<file path="src/amsu_pkg.sv">
// Package: register map, field layouts, reset values and timing for the axis motion status unit
package amsu_pkg;
	// ----------------------------------------------------------------
	// Register offsets (byte addresses)
	// ----------------------------------------------------------------
	localparam logic [7:0] OFF_CONTROL       = 8'h00;
	localparam logic [7:0] OFF_JOG_SELECT    = 8'h04;
	localparam logic [7:0] OFF_SLOW_JOG      = 8'h08;
	localparam logic [7:0] OFF_AXIS_SPEED    = 8'h0C;
	localparam logic [7:0] OFF_MOVE_CMD      = 8'h10;
	localparam logic [7:0] OFF_MOVE_STATUS   = 8'h14;
	localparam logic [7:0] OFF_OFFSET        = 8'h18;
	localparam logic [7:0] OFF_MEAS_POS      = 8'h1C;
	localparam logic [7:0] OFF_MEAS_SPEED    = 8'h20;
	localparam logic [7:0] OFF_REG_POS       = 8'h24;
	localparam logic [7:0] OFF_Z_POS         = 8'h28;
	localparam logic [7:0] OFF_WINDOW_OPEN   = 8'h2C;
	localparam logic [7:0] OFF_OUT_CLAMP     = 8'h30;
	localparam logic [7:0] OFF_DAC_CMD       = 8'h34;
	localparam logic [7:0] OFF_RUN_STATUS    = 8'h38;
	localparam logic [7:0] OFF_SERVO_PERIOD  = 8'h3C;
	// ----------------------------------------------------------------
	// Control register fields
	// ----------------------------------------------------------------
	localparam int CTL_MERGE   = 0;
	localparam int CTL_FINE    = 1;
	localparam int CTL_SERVO   = 2;
	localparam int CTL_WINDOW  = 3;
	localparam int CTL_ARM     = 4;
	localparam int CTL_CANCEL  = 5;
	localparam int CTL_RESOLV  = 6;
	localparam int CTL_SWRST   = 7;
	// Jog select fields: forward [5:0], reverse [13:8], fast [21:16]; -1 means none
	localparam int JSEL_FWD  = 0;
	localparam int JSEL_REV  = 8;
	localparam int JSEL_FAST = 16;
	localparam logic [5:0] JSEL_NONE = 6'h3F;
	// Move command fields: type [4:0], group [12:8], base [16], linked axis [23:20]
	localparam int MCMD_GROUP = 8;
	localparam int MCMD_BASE  = 16;
	localparam int MCMD_LINK  = 20;
	// ----------------------------------------------------------------
	// Reset values
	// ----------------------------------------------------------------
	localparam logic [31:0] RST_JOG_SELECT = 32'h003F3F3F;
	localparam logic [15:0] RST_OUT_CLAMP  = 16'h7FFF;
	// ----------------------------------------------------------------
	// Timing
	// ----------------------------------------------------------------
	localparam int CLK_MHZ          = 100;
	localparam int SERVO_PERIOD_US  = 1000;
	localparam int SERVO_CYCLES     = SERVO_PERIOD_US * CLK_MHZ;
	localparam int STEP_DIV_COARSE  = 16;
	localparam int STEP_DIV_FINE    = 2;
	// ----------------------------------------------------------------
	// Move type encodings
	// ----------------------------------------------------------------
	typedef enum logic [4:0] {
		MT_IDLE     = 5'h00, MT_REL     = 5'h01, MT_ABS      = 5'h02, MT_HELICAL = 5'h03,
		MT_CIRC     = 5'h04, MT_MODIFY  = 5'h05, MT_FORWARD  = 5'h0A, MT_REVERSE = 5'h0B,
		MT_DATUM    = 5'h0C, MT_CAM     = 5'h0D, MT_FORWARD_JOG_INPUT_SELECT  = 5'h0E, MT_REV_JOG = 5'h0F,
		MT_CAMBOX   = 5'h14, MT_CONNECT = 5'h15, MT_LINKED   = 5'h16
	} amsu_move_t;
endpackage

</file>
<file path="src/amsu_step_if.sv">
// Interface: step pulse divider request and output
`timescale 1ns/1ps
interface amsu_step_if;
	logic        fine;
	logic        alt_gen;
	logic [31:0] rate;
	logic        step;
	modport ctrl (output fine, output alt_gen, output rate, input step);
	modport gen  (input fine, input alt_gen, input rate, output step);
endinterface

</file>
<file path="src/amsu_step_gen.sv">
// Stepper pulse generator with selectable output divider
`timescale 1ns/1ps
module amsu_step_gen (
	input  wire logic   MCLK,
	input  wire logic   RST,
	amsu_step_if.gen    sif
);
	logic [31:0] acc_reg;
	logic [3:0]  div_reg;
	logic [3:0]  div_max;
	logic        tick;
	logic        step_reg;
	logic [32:0] sum;

	assign sum  = {1'b0, acc_reg} + {1'b0, sif.rate};
	assign tick = sum[32];
	// Divide by 16 unless fine mode on the classic generator
	assign div_max = (sif.fine && !sif.alt_gen) ? 4'(amsu_pkg::STEP_DIV_FINE - 1)
	                                            : 4'(amsu_pkg::STEP_DIV_COARSE - 1);
	// ----------------------------------------------------------------
	// Phase accumulator
	// ----------------------------------------------------------------
	always_ff @(posedge MCLK or posedge RST) begin
		if (RST) begin
			acc_reg <= 32'h00000000;
		end else begin
			acc_reg <= sum[31:0];
		end
	end
	// ----------------------------------------------------------------
	// Output divider
	// ----------------------------------------------------------------
	always_ff @(posedge MCLK or posedge RST) begin
		if (RST) begin
			div_reg  <= 4'h0;
			step_reg <= 1'b0;
		end else if (tick) begin
			if (div_reg >= div_max) begin
				div_reg  <= 4'h0;
				step_reg <= ~step_reg;
			end else begin
				div_reg <= div_reg + 4'h1;
			end
		end
	end
	assign sif.step = step_reg;
endmodule

</file>
<file path="src/amsu_top.sv">
// Axis motion status unit: move buffer, jog, registration, position, speed and clamp
// Summary of operation
// - Jog input low runs axis at slow speed
// - Report followed axis number during linked moves
// - Primary mark cleared on arm, set on event
// - Z mark cleared on arm, set on latch
// - Merge loads buffered move without stopping
// - Merge needs loaded move, same group, compatible
// - Multi-axis merge uses base axis enable only
// - Step divider 16 normally, 2 in fine
// - Alternative generator always divides by 16
// - Position zeroed at software reset unless resolver fitted
// - Speed from position change per servo period
// - Move type encoding of current move
// - Idle needs current, next, pending all zero
// - Loaded move active on next servo cycle
// - Next type same code, cleared by cancel
// - Offset shifts position, then returns to zero
// - Offset applied at next servo period
// - Windowed registration ignores marks before window
// - Output clamp limits DAC magnitude
// - Clamp applies to direct and servo output
// - Fast jog uses normal speed; -1 unassigned
`timescale 1ns/1ps
module amsu_top #(
	parameter int SERVO_CYCLES = amsu_pkg::SERVO_CYCLES,
	parameter bit ALT_GEN      = 1'b0
) (
	input  wire logic        MCLK,
	input  wire logic        RST,
	input  wire logic        PSEL,
	input  wire logic        PENABLE,
	input  wire logic        PWRITE,
	input  wire logic [7:0]  PADDR,
	input  wire logic [31:0] PWDATA,
	output logic [31:0]      PRDATA,
	output logic             PREADY,
	output logic             PSLVERR,
	input  wire logic [31:0] INPUTS_N,
	input  wire logic [31:0] ENC_DELTA,
	input  wire logic        REG_EVENT,
	input  wire logic        Z_EVENT,
	input  wire logic [15:0] SERVO_LOOP_OUT,
	output logic [15:0]      DAC_OUT,
	output logic             STEP_OUT,
	output logic [31:0]      SPEED_DEMAND
);
	// ----------------------------------------------------------------
	// Bus decode and registers
	// ----------------------------------------------------------------
	logic        wr;
	logic        rd;
	logic        addr_ok;
	logic [7:0]  ctl_reg;
	logic [31:0] jog_sel_reg;
	logic [31:0] slow_jog_speed_reg;
	logic [31:0] axis_speed_reg;
	logic [31:0] position_offset_reg;
	logic        offset_pend_reg;
	logic [31:0] measured_position_reg;
	logic [31:0] prev_pos_reg;
	logic [31:0] measured_speed_reg;
	logic [31:0] captured_position_reg;
	logic [31:0] z_captured_position_reg;
	logic        registration_flag_reg;
	logic        z_registration_flag_reg;
	logic [31:0] window_open_position_reg;
	logic [15:0] output_clamp_reg;
	logic [15:0] dac_cmd_reg;
	logic [31:0] servo_cnt_reg;
	logic        servo_tick;
	logic [4:0]  current_move_type_reg;
	logic [4:0]  next_move_type_reg;
	logic [4:0]  cur_group_reg;
	logic [4:0]  next_group_reg;
	logic        next_base_reg;
	logic [3:0]  next_link_reg;
	logic [3:0]  linked_axis_number_reg;
	logic        pending_move_reg;
	logic        move_done;
	logic        merge_ok;
	logic        idle;
	logic        arm;
	logic        cancel;
	logic        swrst;
	logic [15:0] dac_next;

	assign wr = PSEL && PENABLE && PWRITE;
	assign rd = PSEL && !PWRITE;
	assign PREADY = 1'b1;
	assign PSLVERR = PSEL && PENABLE && !addr_ok;
	assign arm = wr && (PADDR == amsu_pkg::OFF_CONTROL) && PWDATA[amsu_pkg::CTL_ARM];
	assign cancel = wr && (PADDR == amsu_pkg::OFF_CONTROL) && PWDATA[amsu_pkg::CTL_CANCEL];
	assign swrst = wr && (PADDR == amsu_pkg::OFF_CONTROL) && PWDATA[amsu_pkg::CTL_SWRST];

	always_comb begin
		addr_ok = 1'b1;
		if (PADDR[1:0] != 2'b00) begin
			addr_ok = 1'b0;
		end else if (PADDR > amsu_pkg::OFF_SERVO_PERIOD) begin
			addr_ok = 1'b0;
		end
	end

	always_ff @(posedge MCLK or posedge RST) begin
		if (RST) begin
			ctl_reg                  <= 8'h00;
			jog_sel_reg              <= amsu_pkg::RST_JOG_SELECT;
			slow_jog_speed_reg       <= 32'h00000000;
			axis_speed_reg           <= 32'h00000000;
			window_open_position_reg <= 32'h00000000;
			output_clamp_reg         <= amsu_pkg::RST_OUT_CLAMP;
			dac_cmd_reg              <= 16'h0000;
		end else if (wr) begin
			if (PADDR == amsu_pkg::OFF_CONTROL) begin
				ctl_reg <= {1'b0, PWDATA[6], 2'b00, PWDATA[3:0]};
			end else if (PADDR == amsu_pkg::OFF_JOG_SELECT) begin
				jog_sel_reg <= PWDATA;
			end else if (PADDR == amsu_pkg::OFF_SLOW_JOG) begin
				slow_jog_speed_reg <= PWDATA;
			end else if (PADDR == amsu_pkg::OFF_AXIS_SPEED) begin
				axis_speed_reg <= PWDATA;
			end else if (PADDR == amsu_pkg::OFF_WINDOW_OPEN) begin
				window_open_position_reg <= PWDATA;
			end else if (PADDR == amsu_pkg::OFF_OUT_CLAMP) begin
				output_clamp_reg <= PWDATA[15:0];
			end else if (PADDR == amsu_pkg::OFF_DAC_CMD) begin
				dac_cmd_reg <= PWDATA[15:0];
			end
		end
	end
	// ----------------------------------------------------------------
	// Servo period timer
	// ----------------------------------------------------------------
	always_ff @(posedge MCLK or posedge RST) begin
		if (RST) begin
			servo_cnt_reg <= 32'h00000000;
		end else if (servo_tick) begin
			servo_cnt_reg <= 32'h00000000;
		end else begin
			servo_cnt_reg <= servo_cnt_reg + 32'h00000001;
		end
	end
	assign servo_tick = (servo_cnt_reg == 32'(SERVO_CYCLES - 1));
	// ----------------------------------------------------------------
	// Move buffer
	// ----------------------------------------------------------------
	function automatic logic is_linked(input logic [4:0] t);
		is_linked = (t == amsu_pkg::MT_CAMBOX) || (t == amsu_pkg::MT_CONNECT) ||
		            (t == amsu_pkg::MT_LINKED);
	endfunction
	assign move_done = INPUTS_N[31] == 1'b0;
	// Merge: loaded, same group, same family, base axis enable only
	assign merge_ok = ctl_reg[amsu_pkg::CTL_MERGE] && next_base_reg && pending_move_reg &&
	                  (next_group_reg == cur_group_reg) &&
	                  (is_linked(next_move_type_reg) == is_linked(current_move_type_reg));
	// Idle only when nothing current, next or pending
	assign idle = (current_move_type_reg == 5'h00) && (next_move_type_reg == 5'h00) &&
	              !pending_move_reg;

	always_ff @(posedge MCLK or posedge RST) begin
		if (RST) begin
			next_move_type_reg <= 5'h00;
			next_group_reg     <= 5'h00;
			next_base_reg      <= 1'b0;
			next_link_reg      <= 4'h0;
			pending_move_reg   <= 1'b0;
		end else if (wr && (PADDR == amsu_pkg::OFF_MOVE_CMD) && !pending_move_reg) begin
			next_move_type_reg <= PWDATA[4:0];
			next_group_reg     <= PWDATA[amsu_pkg::MCMD_GROUP +: 5];
			next_base_reg      <= PWDATA[amsu_pkg::MCMD_BASE];
			next_link_reg      <= PWDATA[amsu_pkg::MCMD_LINK +: 4];
			pending_move_reg   <= PWDATA[4:0] != 5'h00;
		end else if (cancel || (servo_tick && pending_move_reg &&
		             (current_move_type_reg == 5'h00 || (move_done && merge_ok)))) begin
			next_move_type_reg <= 5'h00;
			pending_move_reg   <= 1'b0;
		end
	end

	// Buffered move goes active only at the servo tick after loading
	always_ff @(posedge MCLK or posedge RST) begin
		if (RST) begin
			current_move_type_reg  <= 5'h00;
			cur_group_reg          <= 5'h00;
			linked_axis_number_reg <= 4'h0;
		end else if (servo_tick) begin
			if (pending_move_reg && (current_move_type_reg == 5'h00 ||
			    (move_done && merge_ok))) begin
				current_move_type_reg <= next_move_type_reg;
				cur_group_reg         <= next_group_reg;
				linked_axis_number_reg <= next_link_reg;
			end else if (move_done) begin
				current_move_type_reg <= 5'h00;
			end
		end
	end
	// ----------------------------------------------------------------
	// Jog speed selection
	// ----------------------------------------------------------------
	function automatic logic in_active(input logic [5:0] sel, input logic [31:0] pins);
		in_active = (sel != amsu_pkg::JSEL_NONE) && !pins[sel[4:0]];
	endfunction
	always_ff @(posedge MCLK or posedge RST) begin
		if (RST) begin
			SPEED_DEMAND <= 32'h00000000;
		end else if (in_active(jog_sel_reg[amsu_pkg::JSEL_FWD +: 6], INPUTS_N) ||
		             in_active(jog_sel_reg[amsu_pkg::JSEL_REV +: 6], INPUTS_N)) begin
			if (in_active(jog_sel_reg[amsu_pkg::JSEL_FAST +: 6], INPUTS_N)) begin
				SPEED_DEMAND <= axis_speed_reg;
			end else begin
				SPEED_DEMAND <= slow_jog_speed_reg;
			end
		end else begin
			SPEED_DEMAND <= axis_speed_reg;
		end
	end
	// ----------------------------------------------------------------
	// Measured position, offset and speed
	// ----------------------------------------------------------------
	always_ff @(posedge MCLK or posedge RST) begin
		if (RST) begin
			position_offset_reg <= 32'h00000000;
			offset_pend_reg     <= 1'b0;
		end else if (wr && (PADDR == amsu_pkg::OFF_OFFSET)) begin
			position_offset_reg <= PWDATA;
			offset_pend_reg     <= 1'b1;
		end else if (servo_tick && offset_pend_reg) begin
			position_offset_reg <= 32'h00000000;
			offset_pend_reg     <= 1'b0;
		end
	end

	always_ff @(posedge MCLK or posedge RST) begin
		if (RST) begin
			measured_position_reg <= 32'h00000000;
		end else if (swrst && !ctl_reg[amsu_pkg::CTL_RESOLV]) begin
			measured_position_reg <= 32'h00000000;
		end else if (wr && (PADDR == amsu_pkg::OFF_MEAS_POS)) begin
			measured_position_reg <= PWDATA;
		end else if (servo_tick && offset_pend_reg) begin
			measured_position_reg <= measured_position_reg + ENC_DELTA + position_offset_reg;
		end else begin
			measured_position_reg <= measured_position_reg + ENC_DELTA;
		end
	end

	// Speed is position change over one servo period, scaled per second
	always_ff @(posedge MCLK or posedge RST) begin
		if (RST) begin
			prev_pos_reg       <= 32'h00000000;
			measured_speed_reg <= 32'h00000000;
		end else if (servo_tick) begin
			prev_pos_reg       <= measured_position_reg;
			measured_speed_reg <= 32'((measured_position_reg - prev_pos_reg) *
			                          (1000000 / amsu_pkg::SERVO_PERIOD_US));
		end
	end
	// ----------------------------------------------------------------
	// Registration capture
	// ----------------------------------------------------------------
	logic win_ok;
	assign win_ok = !ctl_reg[amsu_pkg::CTL_WINDOW] ||
	                ($signed(measured_position_reg) >= $signed(window_open_position_reg));
	always_ff @(posedge MCLK or posedge RST) begin
		if (RST) begin
			registration_flag_reg <= 1'b0;
			captured_position_reg <= 32'h00000000;
		end else if (REG_EVENT && win_ok && (!registration_flag_reg || arm)) begin
			registration_flag_reg <= 1'b1;
			captured_position_reg <= measured_position_reg;
		end else if (arm) begin
			registration_flag_reg <= 1'b0;
		end
	end
	always_ff @(posedge MCLK or posedge RST) begin
		if (RST) begin
			z_registration_flag_reg <= 1'b0;
			z_captured_position_reg <= 32'h00000000;
		end else if (Z_EVENT && (!z_registration_flag_reg || arm)) begin
			z_registration_flag_reg <= 1'b1;
			z_captured_position_reg <= measured_position_reg;
		end else if (arm) begin
			z_registration_flag_reg <= 1'b0;
		end
	end
	// ----------------------------------------------------------------
	// Output clamp
	// ----------------------------------------------------------------
	always_comb begin
		dac_next = ctl_reg[amsu_pkg::CTL_SERVO] ? SERVO_LOOP_OUT : dac_cmd_reg;
		if ($signed(dac_next) > $signed({1'b0, output_clamp_reg})) begin
			dac_next = output_clamp_reg;
		end else if ($signed(dac_next) < -$signed({1'b0, output_clamp_reg})) begin
			dac_next = 16'(-$signed({1'b0, output_clamp_reg}));
		end
	end
	always_ff @(posedge MCLK or posedge RST) begin
		if (RST) begin
			DAC_OUT <= 16'h0000;
		end else begin
			DAC_OUT <= dac_next;
		end
	end
	// ----------------------------------------------------------------
	// Step generator
	// ----------------------------------------------------------------
	amsu_step_if sif ();
	assign sif.fine    = ctl_reg[amsu_pkg::CTL_FINE];
	assign sif.alt_gen = ALT_GEN;
	assign sif.rate    = SPEED_DEMAND;
	amsu_step_gen u_step (
		.MCLK (MCLK),
		.RST  (RST),
		.sif  (sif)
	);
	assign STEP_OUT = sif.step;
	// ----------------------------------------------------------------
	// Read mux
	// ----------------------------------------------------------------
	always_ff @(posedge MCLK or posedge RST) begin
		if (RST) begin
			PRDATA <= 32'h00000000;
		end else if (rd && !PENABLE) begin
			if (PADDR == amsu_pkg::OFF_CONTROL) begin
				PRDATA <= {24'h000000, ctl_reg};
			end else if (PADDR == amsu_pkg::OFF_JOG_SELECT) begin
				PRDATA <= jog_sel_reg;
			end else if (PADDR == amsu_pkg::OFF_SLOW_JOG) begin
				PRDATA <= slow_jog_speed_reg;
			end else if (PADDR == amsu_pkg::OFF_AXIS_SPEED) begin
				PRDATA <= axis_speed_reg;
			end else if (PADDR == amsu_pkg::OFF_MOVE_STATUS) begin
				PRDATA <= {8'h00, linked_axis_number_reg, 3'h0, pending_move_reg,
				           3'h0, next_move_type_reg, 3'h0, current_move_type_reg};
			end else if (PADDR == amsu_pkg::OFF_OFFSET) begin
				PRDATA <= position_offset_reg;
			end else if (PADDR == amsu_pkg::OFF_MEAS_POS) begin
				PRDATA <= measured_position_reg;
			end else if (PADDR == amsu_pkg::OFF_MEAS_SPEED) begin
				PRDATA <= measured_speed_reg;
			end else if (PADDR == amsu_pkg::OFF_REG_POS) begin
				PRDATA <= captured_position_reg;
			end else if (PADDR == amsu_pkg::OFF_Z_POS) begin
				PRDATA <= z_captured_position_reg;
			end else if (PADDR == amsu_pkg::OFF_WINDOW_OPEN) begin
				PRDATA <= window_open_position_reg;
			end else if (PADDR == amsu_pkg::OFF_OUT_CLAMP) begin
				PRDATA <= {16'h0000, output_clamp_reg};
			end else if (PADDR == amsu_pkg::OFF_DAC_CMD) begin
				PRDATA <= {16'h0000, dac_cmd_reg};
			end else if (PADDR == amsu_pkg::OFF_RUN_STATUS) begin
				PRDATA <= {28'h0000000, idle, offset_pend_reg,
				           z_registration_flag_reg, registration_flag_reg};
			end else begin
				PRDATA <= 32'h00000000;
			end
		end
	end
endmodule

</file>
<file path="config.mk">
export PLATFORM = sky130hd
export DESIGN_NAME = amsu_top
export DESIGN_NICKNAME = d
export VERILOG_FILES = /design/src/amsu_pkg.sv /design/src/amsu_step_if.sv /design/src/amsu_step_gen.sv /design/src/amsu_top.sv
export SDC_FILE = /design/constraint.sdc
export NUM_CORES = 2
export LEC_CHECK = 0
export ABC_AREA = 0
export BUFFER_PORTS_ARGS = -buffer_cell sky130_fd_sc_hd__clkbuf_2
export CAP_MARGIN = 20
export CORE_MARGIN = 1
export CORE_UTILIZATION = 26
export CTS_CLUSTER_SIZE = 14
export DETAILED_ROUTE_END_ITERATION = 10
export GPL_ROUTABILITY_DRIVEN = 0
export PLACE_DENSITY = 0.42
export SYNTH_ARGS = -nofsm -noshare
export SYNTH_HDL_FRONTEND = slang
export SYNTH_SLANG_ARGS = --single-unit
</file>
<file path="constraint.sdc">
create_clock -name MCLK -period 21.8 [get_ports MCLK]
set_input_delay 4.36 -clock MCLK [delete_from_list [all_inputs] [get_ports MCLK]]
set_output_delay 4.36 -clock MCLK [all_outputs]
set_load 0.01 [all_outputs]
</file>
==> run metrics <==
final wirelength around 130000 microns; initial antenna violation count 10; setup violators final 0; worst clock skew on the final layout a little under 0.03 ns; Crit path top cell by count sky130_fd_sc_hd__clkbuf_2; run status finished with violations; Resize count post-CTS 0; Hold/Removal Path Class reg -> reg; Net Count, Synth 3920; effective utilization at floorplan 26.30%; Area growth syn-to-layout 15.53%; Worst setup EP type primary output; proportion of netlist area held by the largest area contributor 35.55%; post-DR wirelength/cell between 20 and 25 microns; Post-synth EDFFs 0; wire length of the first global-routing pass approximately 190000 microns; Critical path buffers and inverters 2; Final period util between 40% and 50%; Slew Limit Headroom between 30 and 40%; net count reported at finish slightly above 4000; Final Instance Count excl. Fillers ~5500; Top delay family on crit path buffers and inverters; number of endpoints with negative hold slack in the final report 0; area used by multi-input combinational logic roughly 20000 sq um; critical path class in -> out; most frequent cells in the layout sky130_fd_sc_hd__dfrtp_1, sky130_fd_sc_hd__nand2_1, sky130_fd_sc_hd__mux2_2, sky130_fd_sc_hd__ha_1, sky130_fd_sc_hd__inv_1; fraction of layout cells with a size suffix above 1 between 20% and 30%; library cell used as clock root buffer sky130_fd_sc_hd__clkbuf_16; fraction of registers with async set/reset 100.0%; number of warnings issued by yosys 0; buffers added on ports roughly 210; fraction of the yosys area taken by sequential cells between 30% and 40%; largest cells by area after synthesis sky130_fd_sc_hd__dfrtp_1, sky130_fd_sc_hd__ha_1, sky130_fd_sc_hd__mux2_2, sky130_fd_sc_hd__fa_1, sky130_fd_sc_hd__nand2_1; overall via count from detail_route about 27000; vias in the first global route roughly 27000; number of placement rows 134; boundary pin count 210; largest incremental delay on the critical path about 0.23 ns; clock input transition at the sequential cells of the worst setup and hold paths around 0.060 ns; overall routing resource usage 18.42%; Slew Limit Fails 0; height of the die around 370 microns; cells along the critical path clkbuf_2 -> nor2_1 -> a21oi_1 -> clkbuf_2; Critical Path Source Type primary input; maximum fanout encountered on the critical timing path 5; post-detailed-route count of antenna-violating nets 0; Inserted Clock Buffers 69; Die Width 369.9 microns; Core Box Area about 130000 sq um; post-layout utilization of the core between 30% and 40%; storage element area between 10000 and 15000 sq um; Netlist cell types 94; clock insertion delay at the later pin of the skew report between 0.6 and 0.7 ns; routed vias/inst 4.990; setup repair after global routing missed its margin false; Iteration-0 DRC Markers around 1700; data required time at the worst endpoint about 17 ns; number of maximum-capacitance constraint violations 0; violations in the final reports design-rule violations; number of storage elements in the synthesis netlist between 500 and 600; remaining global-route overflow 0; Cell Area, Synth between 30000 and 40000 sq um; Remaining DRCs between 40 and 50; library cell with the largest summed area after synthesis sky130_fd_sc_hd__dfrtp_1; synthesized instance count between 3000 and 4000; worst slew pin tran approximately 1.0 ns; Final Critical Period between 9 and 10 ns; worst endpoint data arrival time between 4 and 5 ns; Post-DP HPWL approximately 95000 microns; CP max stage cell sky130_fd_sc_hd__nor2_1; pin count of the biggest net entering global routing a little under 100; # Post-CTS Setup Buffers 0; number of buffers inserted by hold repair at cts 0; detailed-routing iteration count for the pre-antenna-repair pass 10; CTS Buffer Depth 3; CTS HTree Levels 3; syn avg cell area slightly above 10 sq um; achievable clock frequency ~110 MHz; clock sink count 533; dominant synthesized flop cell sky130_fd_sc_hd__dfrtp_1; Hold Slack approximately 0.47 ns; most common cell after layout, fill and taps aside sky130_fd_sc_hd__dfrtp_1; fill cell instance count of the final layout around 14000; accumulated negative setup slack 0 ns; CTS tree built; full die area between 100000 and 150000 sq um; DP Cell Count 5374
[path summary, 6_finish.rpt]
kind                                               start                endpoint  slack, ns  cells after the start
max in group asynchronous                            RST      axis_speed_reg[23]      14.87                      5
worst max-delay path                            PADDR[1]                 PSLVERR      12.49                      4
worst min register to register         u_step.acc_reg[0]       u_step.acc_reg[0]       0.47                      1
worst max register to register  measured_position_reg[0]  measured_speed_reg[29]      13.58                     28
min in group asynchronous                            RST             DAC_OUT[10]       3.83                      2
worst min-delay path                   u_step.acc_reg[0]       u_step.acc_reg[0]       0.47                      1
[metal layers]
metal  track usage (%)  vias up  share of wire (%)
met3             2.065      132                4.7
met5                 0        -                  0
met1             27.02    13710                 49
met2             28.65      706                 44
li1                  -    12890                  -
met4             4.458        0                2.0
[metrics by stage]
step | cell area (sq um) | setup slack (ns)
6_report | 40660 | 12.49
4_1_cts | 40650 | 12.50
3_3_place_gp | 38460 | 12.08
5_1_grt | 40650 | 12.36
3_5_place_dp | 38460 | 12.05
2_1_floorplan | 35190 | 2.599
[cell type report]
cell class                 count  area share (%)
multi-input combinational   2566           50.32
sequential                   533           32.91
tap                         1768           5.441
clock buffer                 105           4.826
timing repair buffer         272           3.742
inverter                     235           2.188
clock inverter                16          0.5663
antenna                        2         0.01231
[cell families after synthesis]
kind of cell | after synthesis | share of synthesized area (%)
AO/OA/AOI/OAI | 880 | 16.43
AND/OR/NAND/NOR | 812 | 10.72
flip-flops | 533 | 38.02
buffers and inverters | 373 | 4.121
multiplexers | 349 | 12.36
adder cells (fa/ha/maj) | 324 | 13.25
XOR/XNOR | 200 | 5.095
other | 1 | 0.01066
[Yosys cell counts, types with 61 or more instances]
cell	instances
sky130_fd_sc_hd__nand2_1	325
sky130_fd_sc_hd__o21ai_0	220
sky130_fd_sc_hd__inv_1	235
sky130_fd_sc_hd__clkbuf_1	104
sky130_fd_sc_hd__dfrtp_1	500
sky130_fd_sc_hd__mux2_2	265
sky130_fd_sc_hd__xor2_1	61
sky130_fd_sc_hd__ha_1	239
sky130_fd_sc_hd__a21o_1	87
sky130_fd_sc_hd__fa_1	82
sky130_fd_sc_hd__a21oi_1	175
sky130_fd_sc_hd__nor2_1	191
sky130_fd_sc_hd__xnor2_1	136
Power is not shown: default switching activity piles up to over one toggle a cycle in this logic, so the estimate is an artifact.
